$ cat src/verilog/scm_pkg.sv
// Shared constants and types for the segmented-code register-move logic.
// Assumes a 16-bit datapath with two accumulators outside this block.
package scm_pkg;

    localparam int          DATA_W         = 16;
    localparam int          FRAME_W        = 15;
    localparam int          MODE_BIT       = 15;
    localparam int          ACC_SEL_BIT    = 11;
    localparam logic [15:0] ACC_SEL_MASK   = 16'h0800;

    // Opcodes with the accumulator-select bit clear (A form)
    localparam logic [15:0] OPC_TO_FRAME   = 16'h8307;
    localparam logic [15:0] OPC_FROM_FRAME = 16'h8306;
    localparam logic [15:0] OPC_TO_BOUND   = 16'h8309;
    localparam logic [15:0] OPC_FROM_BOUND = 16'h8308;
    localparam logic [15:0] OPC_FROM_SNAP  = 16'h830a;
    localparam logic [15:0] OPC_ADD_FRAME  = 16'h830b;

    // Reset values
    localparam logic [14:0] RST_FRAME      = 15'h0000;
    localparam logic        RST_MODE_OFF   = 1'h1;
    localparam logic [15:0] RST_BOUND      = 16'h7fff;
    localparam logic [15:0] RST_SNAP       = 16'h8000;

    typedef enum logic [2:0] {
        OP_NONE,
        OP_TO_FRAME,
        OP_FROM_FRAME,
        OP_TO_BOUND,
        OP_FROM_BOUND,
        OP_FROM_SNAP,
        OP_ADD_FRAME
    } scm_op_e;

    typedef struct packed {
        scm_op_e op;
        logic    useB;
    } scm_dec_s;

endpackage : scm_pkg

$ cat src/verilog/scm_decode.sv
// Opcode decoder for the register-move group.
// Assumes the instruction word is stable while instrValid is high.
`timescale 1ns/1ns
`default_nettype none

module scm_decode (
    input  wire logic [15:0]       instrWord,
    input  wire logic              instrValid,
    output scm_pkg::scm_dec_s      dec
);

    // Fold both accumulator forms onto the A form
    wire logic [15:0] baseWord = instrWord & ~scm_pkg::ACC_SEL_MASK;
    wire logic        isToFrame   = baseWord == scm_pkg::OPC_TO_FRAME;
    wire logic        isFromFrame = baseWord == scm_pkg::OPC_FROM_FRAME;
    wire logic        isToBound   = baseWord == scm_pkg::OPC_TO_BOUND;
    wire logic        isFromBound = baseWord == scm_pkg::OPC_FROM_BOUND;
    wire logic        isFromSnap  = baseWord == scm_pkg::OPC_FROM_SNAP;
    wire logic        isAddFrame  = baseWord == scm_pkg::OPC_ADD_FRAME;

    wire scm_pkg::scm_op_e opSel =
        !instrValid ? scm_pkg::OP_NONE       :
        isToFrame   ? scm_pkg::OP_TO_FRAME   :
        isFromFrame ? scm_pkg::OP_FROM_FRAME :
        isToBound   ? scm_pkg::OP_TO_BOUND   :
        isFromBound ? scm_pkg::OP_FROM_BOUND :
        isFromSnap  ? scm_pkg::OP_FROM_SNAP  :
        isAddFrame  ? scm_pkg::OP_ADD_FRAME  : scm_pkg::OP_NONE; // see (RULE15)

    assign dec.op   = opSel;
    assign dec.useB = instrWord[scm_pkg::ACC_SEL_BIT];

endmodule : scm_decode

`default_nettype wire

$ cat src/verilog/scm_regmove.sv
// Execution logic for the frame, bound and snapshot register moves.
// Assumes the datapath presents both accumulators, writes back on accAWe/accBWe
// one cycle after issue, and pulses intTaken when an interrupt or fault is taken.
`timescale 1ns/1ns
`default_nettype none

// Notes on behaviour
// (RULE1) Copy A to frame loads the frame pointer from A[14:0] and the mode flag from A[15].
// (RULE2) Copy B to frame loads the frame pointer from B[14:0] and the mode flag from B[15].
// (RULE3) Copy frame to A gives A the frame pointer low and the mode flag in bit 15.
// (RULE4) Copy frame to B gives B the frame pointer low and the mode flag in bit 15.
// (RULE5) Copy A to bound writes all sixteen bits of A into the bound register.
// (RULE6) Copy B to bound writes all sixteen bits of B into the bound register.
// (RULE7) Copy bound to A loads A with the whole bound register.
// (RULE8) Copy bound to B loads B with the whole bound register.
// (RULE9) Copy snapshot to A loads A with the interrupt snapshot.
// (RULE10) Copy snapshot to B loads B with the interrupt snapshot.
// (RULE11) Taking an interrupt or fault captures mode flag and frame pointer into the snapshot.
// (RULE12) Add frame to A replaces A with A plus the frame pointer and may be interrupted.
// (RULE13) Add frame to B replaces B with B plus the frame pointer and may be interrupted.
// (RULE14) A next-frame pointer at or above the bound flags stack overflow for memory protect.
// (RULE15) The twelve opcodes are decoded exactly and each copy completes without interruption.
module scm_regmove (
    input  wire logic              clk_sys,
    input  wire logic              sys_rst,
    input  wire logic              instrValid,
    input  wire logic [15:0]       instrWord,
    input  wire logic [15:0]       accA,
    input  wire logic [15:0]       accB,
    input  wire logic              intTaken,
    input  wire logic              nextFrameValid,
    input  wire logic [14:0]       nextFrame,
    output logic                   accAWe,
    output logic                   accBWe,
    output logic [15:0]            accWrData,
    output logic [14:0]            framePtr,
    output logic                   segmentedCodeModeOff,
    output logic [15:0]            bound,
    output logic [15:0]            interruptFrameSnapshot,
    output logic                   opDone,
    output logic                   stackOverflow
);

    scm_pkg::scm_dec_s dec;

    scm_decode u_decode (
        .instrWord  (instrWord),
        .instrValid (instrValid),
        .dec        (dec)
    );

    wire logic [15:0] srcAcc     = dec.useB ? accB : accA;
    wire logic [15:0] frameWord  = {segmentedCodeModeOff, framePtr};
    wire logic [15:0] frameSum   = 16'(srcAcc + {1'b0, framePtr});

    wire logic isToFrame   = dec.op == scm_pkg::OP_TO_FRAME;
    wire logic isFromFrame = dec.op == scm_pkg::OP_FROM_FRAME;
    wire logic isToBound   = dec.op == scm_pkg::OP_TO_BOUND;
    wire logic isFromBound = dec.op == scm_pkg::OP_FROM_BOUND;
    wire logic isFromSnap  = dec.op == scm_pkg::OP_FROM_SNAP;
    wire logic isAdd       = dec.op == scm_pkg::OP_ADD_FRAME;

    // The add is the only interruptible one: an interrupt in its cycle abandons it
    wire logic addAbort  = isAdd && intTaken; // see (RULE12) (RULE13)
    wire logic accWrite  = isFromFrame || isFromBound || isFromSnap || (isAdd && !intTaken);

    // Mode flag high means segmented-code mode is off
    wire logic [14:0] next_framePtr = isToFrame ? srcAcc[14:0] : framePtr; // see (RULE1) (RULE2)
    wire logic        next_modeOff  = isToFrame ? srcAcc[scm_pkg::MODE_BIT]
                                                : segmentedCodeModeOff; // see (RULE1) (RULE2)
    wire logic [15:0] next_bound    = isToBound ? srcAcc : bound; // see (RULE5) (RULE6)

    wire logic [15:0] next_accWrData =
        isFromFrame ? frameWord :                // see (RULE3) (RULE4)
        isFromBound ? bound :                    // see (RULE7) (RULE8)
        isFromSnap  ? interruptFrameSnapshot :   // see (RULE9) (RULE10)
        isAdd       ? frameSum : accWrData;      // see (RULE12) (RULE13)

    // A copy finishing in the interrupt cycle is seen whole by the snapshot
    wire logic [15:0] next_snapshot = intTaken ? {next_modeOff, next_framePtr}
                                               : interruptFrameSnapshot; // see (RULE11) (RULE15)

    // Bit 15 of the bound is treated as data; a set bit puts the limit above every next-frame pointer
    wire logic next_overflow = nextFrameValid && ({1'b0, nextFrame} >= bound); // see (RULE14)

    wire logic next_accAWe = accWrite && !dec.useB;
    wire logic next_accBWe = accWrite && dec.useB;
    wire logic next_opDone = (dec.op != scm_pkg::OP_NONE) && !addAbort; // see (RULE15)

    always_ff @(posedge clk_sys) begin
        if (sys_rst) begin
            framePtr             <= scm_pkg::RST_FRAME;
            segmentedCodeModeOff <= scm_pkg::RST_MODE_OFF;
        end else begin
            framePtr             <= next_framePtr;
            segmentedCodeModeOff <= next_modeOff;
        end
    end

    always_ff @(posedge clk_sys) begin
        if (sys_rst) begin
            bound <= scm_pkg::RST_BOUND;
        end else begin
            bound <= next_bound;
        end
    end

    always_ff @(posedge clk_sys) begin
        if (sys_rst) begin
            interruptFrameSnapshot <= scm_pkg::RST_SNAP;
        end else begin
            interruptFrameSnapshot <= next_snapshot;
        end
    end

    always_ff @(posedge clk_sys) begin
        if (sys_rst) begin
            accWrData <= 16'h0000;
            accAWe    <= 1'h0;
            accBWe    <= 1'h0;
            opDone    <= 1'h0;
        end else begin
            accWrData <= next_accWrData;
            accAWe    <= next_accAWe;
            accBWe    <= next_accBWe;
            opDone    <= next_opDone;
        end
    end

    always_ff @(posedge clk_sys) begin
        if (sys_rst) begin
            stackOverflow <= 1'h0;
        end else begin
            stackOverflow <= next_overflow;
        end
    end
endmodule : scm_regmove

`default_nettype wire
$ cat config.mk
export PLATFORM = sky130hd
export DESIGN_NAME = scm_regmove
export DESIGN_NICKNAME = d
export VERILOG_FILES = /design/src/verilog/scm_pkg.sv /design/src/verilog/scm_decode.sv /design/src/verilog/scm_regmove.sv
export SDC_FILE = /design/constraint.sdc
export NUM_CORES = 1
export LEC_CHECK = 0
export BUFFER_PORTS_ARGS = -buffer_cell sky130_fd_sc_hd__clkbuf_2
export CAP_MARGIN = 20
export CORE_MARGIN = 8
export CORE_UTILIZATION = 56
export DETAILED_ROUTE_END_ITERATION = 10
export GPL_TIMING_DRIVEN = 0
export PLACE_DENSITY = 0.83
export SETUP_SLACK_MARGIN = 0.05
export SKIP_CTS_REPAIR_TIMING = 1
export SYNTH_ARGS = -nofsm -noshare
export SYNTH_HDL_FRONTEND = slang
export SYNTH_HIERARCHICAL = 1
export SYNTH_SLANG_ARGS = --single-unit
export TNS_END_PERCENT = 1
$ cat constraint.sdc
create_clock -name clk_sys -period 6.6 [get_ports clk_sys]
set_clock_uncertainty 0.15 [all_clocks]
set_input_delay 0.66 -clock clk_sys [delete_from_list [all_inputs] [get_ports clk_sys]]
set_output_delay 0.66 -clock clk_sys [all_outputs]
set_load 0.01 [all_outputs]
==> results.yml, run 1 <==
critical_path:
  reg2regPathDepth: 9
  cpPeakStageDelay_ps: 390
  crit_path_max_fanout: 10
  crit_path_end_kind: "flop"
  cp_slowest_cell: "sky130_fd_sc_hd__fa_1"
  worst_setup_path_start_kind: "input pin"
  critical_path.top_delay_family: "compound AO/OA/AOI/OAI gates"
  worst_ep_arrival_time_ps: 3770
  timing.reg2reg.setup_slack_ps: 3840
  r2r_start: "framePtr[0]"
  cp_data_required_time_ps: 6680
  path_cells: "buf_4, buf_2, buf_2, mux2i_1, inv_1, ha_1, inv_1, fa_1, nand2b_1, a211oi_1, o2111ai_1, a31oi_1, xnor2_1, o21ai_1"
  r2r_end: "accWrData[12]"
  criticalPathCategory: "input pin to flop"
  path_buf_inv: 5
yosys:
  synthesis.area_um2: 4270
  postSynthAreaPerCell_um2: 8.13
  proportion_of_netlist_area_held_by_the_largest_area_contributor: 0.319
  synth_top_flop_cell: "sky130_fd_sc_hd__dfxtp_1"
  synth_enable_flop_cells: 0
  synth_top_cells_by_count: "68 x sky130_fd_sc_hd__dfxtp_1, 54 x sky130_fd_sc_hd__nor2_1, 42 x sky130_fd_sc_hd__a21oi_1, 42 x sky130_fd_sc_hd__nand2_1, 38 x sky130_fd_sc_hd__mux2i_1"
  yosys-top-cells-area: "sky130_fd_sc_hd__dfxtp_1 32%, sky130_fd_sc_hd__mux2i_1 8.9%, sky130_fd_sc_hd__ha_1 8.8%"
  yosys.cell_count.top_type: "sky130_fd_sc_hd__dfxtp_1"
  synth.lib_cells_used.distinct: 53
  asyncSetResetFlopFracSynth: 0
  synth.yosys.warnings: 6
  yosys_register_bits: 68
  synth_largest_area_cell: "sky130_fd_sc_hd__dfxtp_1"
  synth_fp_nets: 624
  postSynthCellCount: 525
  synth_sequential_area_ratio: 0.319
drt:
  detailedRoute.firstPassIterationCount: 5
  drt-vias-per-instance: 5.97
  final_antenna_net_count: 0
  routedWlPerCell_um: 18.6
  route.detailed.drc: 0
  detailed_route_wire_length_um: 14500
  drtIter0Drc: 364
  detailroute.via_count: 4627
floorplanning:
  die_area_um2: 10700
  starting_density_of_the_core: 0.564
  die_x_um: 103
  floorplan.io_pins: 136
  core_area_um2: 7570
  placement_rows: 32
  die_height_um: 103
placement:
  placer_congestion_estimate: 0.922
  port_buffers: 132
  detailedPlacementHpwl_um: 11500
  dp_worst_setup_slack_ps: 2630
hold_path:
  worstHoldPathType: "flop to flop"
  min_delay_worst_endpoint: "accWrData[2]"
  hold_path_cells: 2
  timing.hold.worst.start: "accWrData[2]"
final_layout:
  register_area_um2: 1360
  area_delta_synth_final_pct: 23.4
  antenna_cells_inserted: 0
  finalCoreUtilization: 0.696
  share_of_layout_cells_above_drive_strength_1: 0.248
  total_area_of_multi_input_combinational_cells_um2: 2640
  final_net_count: 767
  layout.filler_cells: 640
timing:
  timing.final.crit_share: 0.558
  tns_ps: 0
  post-route-worst-setup-slack_ps: 2920
  hold_viol_final: 0
  setup_viol: 0
  max_clock_freq_ghz: 0.272
  worstMarginPinSlew_ps: 724
  timing.final.crit_period_ps: 3680
  max_slew_margin: 0.517
  final-max-slew-violation-count: 0
  rsz_0062_raised_after_global_routing: "no"
global_route:
  first_global_vias: 4715
  first_pass_grt_wire_length_um: 22700
  grtUsageTotal: 0.277
  grt_antenna_before_repair: 0
  pin_count_of_the_biggest_net_entering_global_routing: 12
  overflow: 0
clock_network:
  cts_root_buffer: "sky130_fd_sc_hd__clkbuf_8"
  worst_skew_pair.late_latency_ps: 360
  clock_tree.buffer_depth: 2
  cts-buffers-inserted: 9
  cts_max_level: 3
  tritoncts: "yes"
  cts_sinks: 68
  clk_pin_slew_ps: 80
pwr:
  peakVddDrop_v: 0.000115
  power-per-cell-area_nw_per_um2: 168
  power_leakage_nw: 2.64
run_status:
  outcome: "completed"
flow_run:
  timing.max_cap.violations: 0
[registers in the layout, summed over array words and instances (netlist names)]
signal and flops:
accWrData 16, bound 16, interruptFrameSnapshot 16, framePtr 15, accAWe 1, accBWe 1, opDone 1, segmentedCodeModeOff 1
stackOverflow 1
[per-stage QoR]
step           power (mW)  cells  hold WS, ps  instance area [µm²]
4_1_cts             0.883    775          317                 5270
2_1_floorplan       0.474    525          326                 4270
5_1_grt             0.913    775          344                 5270
3_5_place_dp        0.512    759          302                 5060
3_3_place_gp        0.509    759          292                 5060
6_report            0.886    775          318                 5270
[layer usage]
layer  up-vias  track usage  routed length (µm)
met3        53       0.0529                1310
met2       261        0.461                6800
met1      2148        0.320                5690
met4         0        0.175                 660
met5         -            0                   0
li1       2165            -                   -
[kinds of logic after synthesis]
group,Yosys count,synth area share
AO/OA/AOI/OAI,151,0.230
XOR/XNOR,11,0.0226
adder cells (fa/ha/maj),31,0.0926
buffers and inverters,66,0.0630
flip-flops,68,0.319
multiplexers,38,0.0891
AND/OR/NAND/NOR,160,0.184
[worst max-delay path by stage]
stage,from,end,cells after the start
final,instrWord[11],accWrData[12],14
after global routing,instrWord[11],accWrData[14],14
after CTS,instrWord[11],accWrData[12],14
after detailed placement,instrWord[11],accWrData[12],14
after global placement,instrWord[11],accWrData[12],14
after floorplan,instrWord[11],accWrData[12],14
[worst min-delay path: stages (launching register included)]
cell                      delay [ps]
sky130_fd_sc_hd__dfxtp_1         320
sky130_fd_sc_hd__nand2_1          50
sky130_fd_sc_hd__a21oi_1          50
[power breakdown]
group | total (mW) | internal, mW | switching (mW)
Sequential | 0.410 | 0.410 | 0.0000271
Combinational | 0.0947 | 0.0397 | 0.0550
Clock | 0.381 | 0.214 | 0.168
Total | 0.886 | 0.663 | 0.223
[final cells by class]
type / instances / share of cell area
Buffer: 30 / 0.0254
Clock buffer: 12 / 0.0257
Clock inverter: 4 / 0.0140
Inverter: 36 / 0.0257
Multi-Input combinational cell: 391 / 0.501
Sequential cell: 68 / 0.259
Tap cell: 102 / 0.0242
Timing Repair Buffer: 132 / 0.125
[placed cells by master (no fill, tap or decap), types with 9 or more instances in the layout]
cell type and count:
sky130_fd_sc_hd__a21oi_1 42, sky130_fd_sc_hd__a31oi_1 9, sky130_fd_sc_hd__and2_1 16, sky130_fd_sc_hd__clkbuf_1 19, sky130_fd_sc_hd__clkbuf_2 132, sky130_fd_sc_hd__clkbuf_8 9
sky130_fd_sc_hd__dfxtp_1 68, sky130_fd_sc_hd__ha_1 30, sky130_fd_sc_hd__inv_1 34, sky130_fd_sc_hd__mux2i_1 38, sky130_fd_sc_hd__nand2_1 42, sky130_fd_sc_hd__nand3_1 9
sky130_fd_sc_hd__nor2_1 54, sky130_fd_sc_hd__nor2b_1 14, sky130_fd_sc_hd__o211ai_1 19, sky130_fd_sc_hd__o21ai_0 26
(Power assumes the default switching activity.)
==> run 2, diff against run 1 <==
- CORE_UTILIZATION: 56 -> 52
- PLACE_DENSITY: 0.83 -> 0.77
- clock period: 6.6 -> 3.7 ns (I/O delays scaled with it)
==> results.yml, run 2 (same netlist as run 1, synthesis figures left out) <==
timing:
  final-max-slew-violation-count: 0
  hold_viol_final: 0
  tns_ps: 0
  timing.final.crit_share: 0.898
  timing.final.crit_period_ps: 3320
  worstMarginPinSlew_ps: 723
  setup_viol: 0
  rsz_0062_raised_after_global_routing: "no"
  max_clock_freq_ghz: 0.301
  max_slew_margin: 0.518
  timing.hold.ws_ps: 249
clock_network:
  clk_pin_slew_ps: 80
  cts_max_level: 3
  cts-buffers-inserted: 9
  cts_sinks: 68
  worst_skew_pair.late_latency_ps: 360
  tritoncts: "yes"
  cts_root_buffer: "sky130_fd_sc_hd__clkbuf_8"
  clock_tree.buffer_depth: 2
final_layout:
  mostFrequentLayoutCells: "132 x sky130_fd_sc_hd__clkbuf_2, 68 x sky130_fd_sc_hd__dfxtp_1, 54 x sky130_fd_sc_hd__nor2_1"
  mostFrequentLayoutCell: "sky130_fd_sc_hd__clkbuf_2"
  layout.filler_cells: 742
  share_of_layout_cells_above_drive_strength_1: 0.251
  fin_area_um2: 5280
  top_regs: "accWrData (16), bound (16), interruptFrameSnapshot (16)"
  final_net_count: 767
  finalCoreUtilization: 0.652
  total_area_of_multi_input_combinational_cells_um2: 2640
  antenna_cells_inserted: 0
  register_area_um2: 1360
  area_delta_synth_final_pct: 23.6
drt:
  routedWlPerCell_um: 18.5
  detailed_route_wire_length_um: 14400
  route.detailed.drc: 0
  detailroute.via_count: 4558
  final_antenna_net_count: 0
  drtIter0Drc: 359
  detailedRoute.firstPassIterationCount: 5
  drt-vias-per-instance: 5.86
hold_path:
  worstHoldPathType: "input pin to flop"
global_route:
  grt_antenna_before_repair: 0
  first_global_vias: 4540
  first_pass_grt_wire_length_um: 22800
  grtUsageTotal: 0.251
  overflow: 0
  pin_count_of_the_biggest_net_entering_global_routing: 12
critical_path:
  worst_ep_arrival_time_ps: 3420
  cp_data_required_time_ps: 3800
  worst_setup_path_start_kind: "input pin"
  crit_path_end_kind: "flop"
  criticalPathCategory: "input pin to flop"
  crit_path_max_fanout: 10
pwr:
  power_leakage_nw: 2.65
  power-per-cell-area_nw_per_um2: 300
  peakVddDrop_v: 0.000227
placement:
  postPlaceCellArea_um2: 5060
  port_buffers: 132
  placer_congestion_estimate: 0.910
  detailedPlacementHpwl_um: 11600
floorplanning:
  die_height_um: 107
  core_area_um2: 8090
  floorplan.io_pins: 136
  die_area_um2: 11400
  placement_rows: 33
  die_x_um: 107
  starting_density_of_the_core: 0.527
run_status:
  outcome: "completed"
flow_run:
  timing.max_cap.violations: 0
## run 2: cell types whose count changed in the layout (fill, tap and decap cells not counted), sizes merged
cell    delta
clkbuf     -1
clkinv     +1
## run 2: through the flow
| stage | instances | power (mW) | worst slack [ps] |
|---|---|---|---|
| after floorplan | 525 | 0.845 | 675 |
| after global placement | 762 | 0.908 | 115 |
| after detailed placement | 762 | 0.914 | 29.2 |
| after CTS | 778 | 1.58 | 389 |
| after global routing | 778 | 1.64 | 170 |
| final | 778 | 1.58 | 377 |
## run 2: worst paths after layout
check	endpoint	cells past startpoint	start	slack [ps]
max	accWrData[12]	14	instrWord[11]	380
min	stackOverflow	4	nextFrame[14]	250
max reg2reg	accWrData[12]	9	framePtr[0]	980
min reg2reg	accWrData[2]	2	accWrData[2]	340
## run 2: layout make-up
| class | count | area share |
|---|---|---|
| clock inverter | 5 | 0.0142 |
| tap | 105 | 0.0249 |
| timing repair buffer | 132 | 0.125 |
| buffer | 30 | 0.0254 |
| clock buffer | 11 | 0.0268 |
| inverter | 36 | 0.0256 |
| sequential | 68 | 0.258 |
| multi-input combinational | 391 | 0.500 |
## run 2: critical path, stage by stage
cell and delay, ps:
sky130_fd_sc_hd__buf_4 80, sky130_fd_sc_hd__buf_2 290, sky130_fd_sc_hd__buf_2 360, sky130_fd_sc_hd__mux2i_1 210
sky130_fd_sc_hd__inv_1 90, sky130_fd_sc_hd__ha_1 230, sky130_fd_sc_hd__inv_1 70, sky130_fd_sc_hd__fa_1 380
sky130_fd_sc_hd__nand2b_1 200, sky130_fd_sc_hd__a211oi_1 320, sky130_fd_sc_hd__o2111ai_1 270, sky130_fd_sc_hd__a31oi_1 270
sky130_fd_sc_hd__xnor2_1 190, sky130_fd_sc_hd__o21ai_1 100
## run 2: routing by layer
layer	vias to the layer above	GRT usage	wire, µm
li1	2160	-	-
met1	2144	0.291	5820
met2	222	0.439	6910
met3	32	0.0642	1250
met4	0	0.0864	408
met5	-	0	0
## run 2: power by group
group / switching [mW] / total, mW / internal, mW
Clock: 0.287 / 0.681 / 0.395
Combinational: 0.0978 / 0.168 / 0.0706
Sequential: 0.0000486 / 0.731 / 0.731
==> run 3, diff against run 2 <==
--- a/config.mk
+++ b/config.mk
@@ -12,5 +12,5 @@
 export DETAILED_ROUTE_END_ITERATION = 10
 export GPL_TIMING_DRIVEN = 0
-export PLACE_DENSITY = 0.77
+export PLACE_DENSITY_LB_ADDON = 0.25
 export SETUP_SLACK_MARGIN = 0.05
 export SKIP_CTS_REPAIR_TIMING = 1
==> constraint.sdc (replaced) <==
create_clock -name clk_sys -period 3.7 [get_ports clk_sys]
set_clock_uncertainty 0.15 [all_clocks]
set_input_delay 0.185 -clock clk_sys [delete_from_list [all_inputs] [get_ports clk_sys]]
set_output_delay 0.185 -clock clk_sys [all_outputs]
set_load 0.01 [all_outputs]
==> results.yml, run 3 (same netlist as run 1, synthesis figures left out) <==
critical_path:
  criticalPathCategory: "input pin to flop"
  worstSetupStartpoint: "instrWord[11]"
  crit_path_end_kind: "flop"
  worst_ep_arrival_time_ps: 3060
  worst_setup_path_start_kind: "input pin"
  cp_data_required_time_ps: 3790
  crit_path_max_fanout: 10
  r2r_start: "framePtr[0]"
global_route:
  pin_count_of_the_biggest_net_entering_global_routing: 12
  overflow: 0
  grt_antenna_before_repair: 0
  grtUsageTotal: 0.262
  first_global_vias: 4597
  first_pass_grt_wire_length_um: 23600
placement:
  detailedPlacementHpwl_um: 11600
  postPlaceCellArea_um2: 5060
  placer_congestion_estimate: 0.966
  dp.cells: 762
  port_buffers: 132
drt:
  final_antenna_net_count: 0
  routedWlPerCell_um: 19.1
  detailroute.via_count: 4582
  drtIter0Drc: 355
  detailed_route_wire_length_um: 14800
  detailedRoute.firstPassIterationCount: 5
  drt-vias-per-instance: 5.89
  route.detailed.drc: 0
pwr:
  comb_power_share: 0.111
  power_leakage_nw: 2.64
  peakVddDrop_v: 0.000198
  power.net_switching_mw: 0.395
  sw_frac_of_total: 0.259
  internal_portion_of_total_power_mw: 1.13
  p_clk_frac: 0.410
  power-per-cell-area_nw_per_um2: 291
  power_frac_seq: 0.479
final_layout:
  fin_area_um2: 5250
  register_area_um2: 1360
  area_delta_synth_final_pct: 23.1
  final_cells: 778
  mostFrequentLayoutCell: "sky130_fd_sc_hd__clkbuf_2"
  mostFrequentLayoutCells: "132 x sky130_fd_sc_hd__clkbuf_2, 68 x sky130_fd_sc_hd__dfxtp_1, 54 x sky130_fd_sc_hd__nor2_1"
  top_regs: "accWrData (16), bound (16), interruptFrameSnapshot (16)"
  antenna_cells_inserted: 0
  total_area_of_multi_input_combinational_cells_um2: 2640
  final_net_count: 767
  layout.filler_cells: 729
  share_of_layout_cells_above_drive_strength_1: 0.250
floorplanning:
  placement_rows: 33
  die_x_um: 107
  starting_density_of_the_core: 0.527
  core_area_um2: 8090
  floorplan.io_pins: 136
  die_area_um2: 11400
  die_height_um: 107
clock_network:
  cts_root_buffer: "sky130_fd_sc_hd__clkbuf_8"
  tritoncts: "yes"
  worst_skew_pair.late_latency_ps: 360
  cts-buffers-inserted: 9
  cts_max_level: 3
  clock_tree.buffer_depth: 2
  clk_pin_slew_ps: 80
  cts_sinks: 68
timing:
  setup_viol: 0
  hold_viol_final: 0
  final-max-slew-violation-count: 0
  rsz_0062_raised_after_global_routing: "no"
  timing.final.crit_share: 0.803
  timing.final.crit_period_ps: 2970
  max_clock_freq_ghz: 0.336
  max_slew_margin: 0.381
  tns_ps: 0
  worstMarginPinSlew_ps: 929
flow_run:
  timing.max_cap.violations: 0
hold_path:
  worstHoldPathType: "input pin to flop"
  timing.hold.worst.start: "accA[0]"
run_status:
  outcome: "completed"
run 3: power by group through the flow:
stage	Combinational, mW	Sequential (mW)	Clock (mW)
floorplan	0.0971	0.748	0
global placement	0.162	0.748	0
detailed placement	0.167	0.748	0
CTS	0.167	0.731	0.624
global route	0.186	0.731	0.661
finish	0.169	0.731	0.626
run 3: per-layer routing:
layer | share of wire | wire length [µm] | global-route usage
met1 | 0.41 | 6120 | 0.318
met2 | 0.46 | 6890 | 0.423
met4 | 0.024 | 353 | 0.117
met5 | 0 | 0 | 0
met3 | 0.099 | 1470 | 0.0708
run 3: layout make-up:
| type | instances | share of cell area |
|---|---|---|
| Buffer | 30 | 0.0255 |
| Clock buffer | 12 | 0.0276 |
| Clock inverter | 4 | 0.00929 |
| Inverter | 36 | 0.0257 |
| Multi-Input combinational cell | 391 | 0.502 |
| Sequential cell | 68 | 0.259 |
| Tap cell | 105 | 0.0250 |
| Timing Repair Buffer | 132 | 0.126 |
run 3: critical path, stage by stage:
cell and delay, ps:
sky130_fd_sc_hd__buf_4 70, sky130_fd_sc_hd__buf_2 270, sky130_fd_sc_hd__buf_2 340, sky130_fd_sc_hd__mux2i_1 170
sky130_fd_sc_hd__inv_1 90, sky130_fd_sc_hd__ha_1 220, sky130_fd_sc_hd__inv_1 70, sky130_fd_sc_hd__fa_1 390
sky130_fd_sc_hd__nand2b_1 220, sky130_fd_sc_hd__a211oi_1 310, sky130_fd_sc_hd__o2111ai_1 250, sky130_fd_sc_hd__a31oi_1 250
sky130_fd_sc_hd__xnor2_1 140, sky130_fd_sc_hd__o21ai_1 80
run 3: final timing paths:
check	endpoint	slack (ps)	depth (start not counted)
worst min-delay path	bound[0]	70	3
worst max register to register	accWrData[12]	1080	9
worst max-delay path	accWrData[12]	730	14
worst min register to register	accWrData[2]	310	2
run 3: metrics by stage:
stage	power [mW]	utilization	hold slack, ps	worst slack [ps]
3_5_place_dp	0.915	0.625	301	333
5_1_grt	1.58	0.649	124	498
4_1_cts	1.52	0.649	66.9	701
6_report	1.53	0.649	69.6	728
3_3_place_gp	0.910	0.625	292	369
2_1_floorplan	0.845	-	301	860
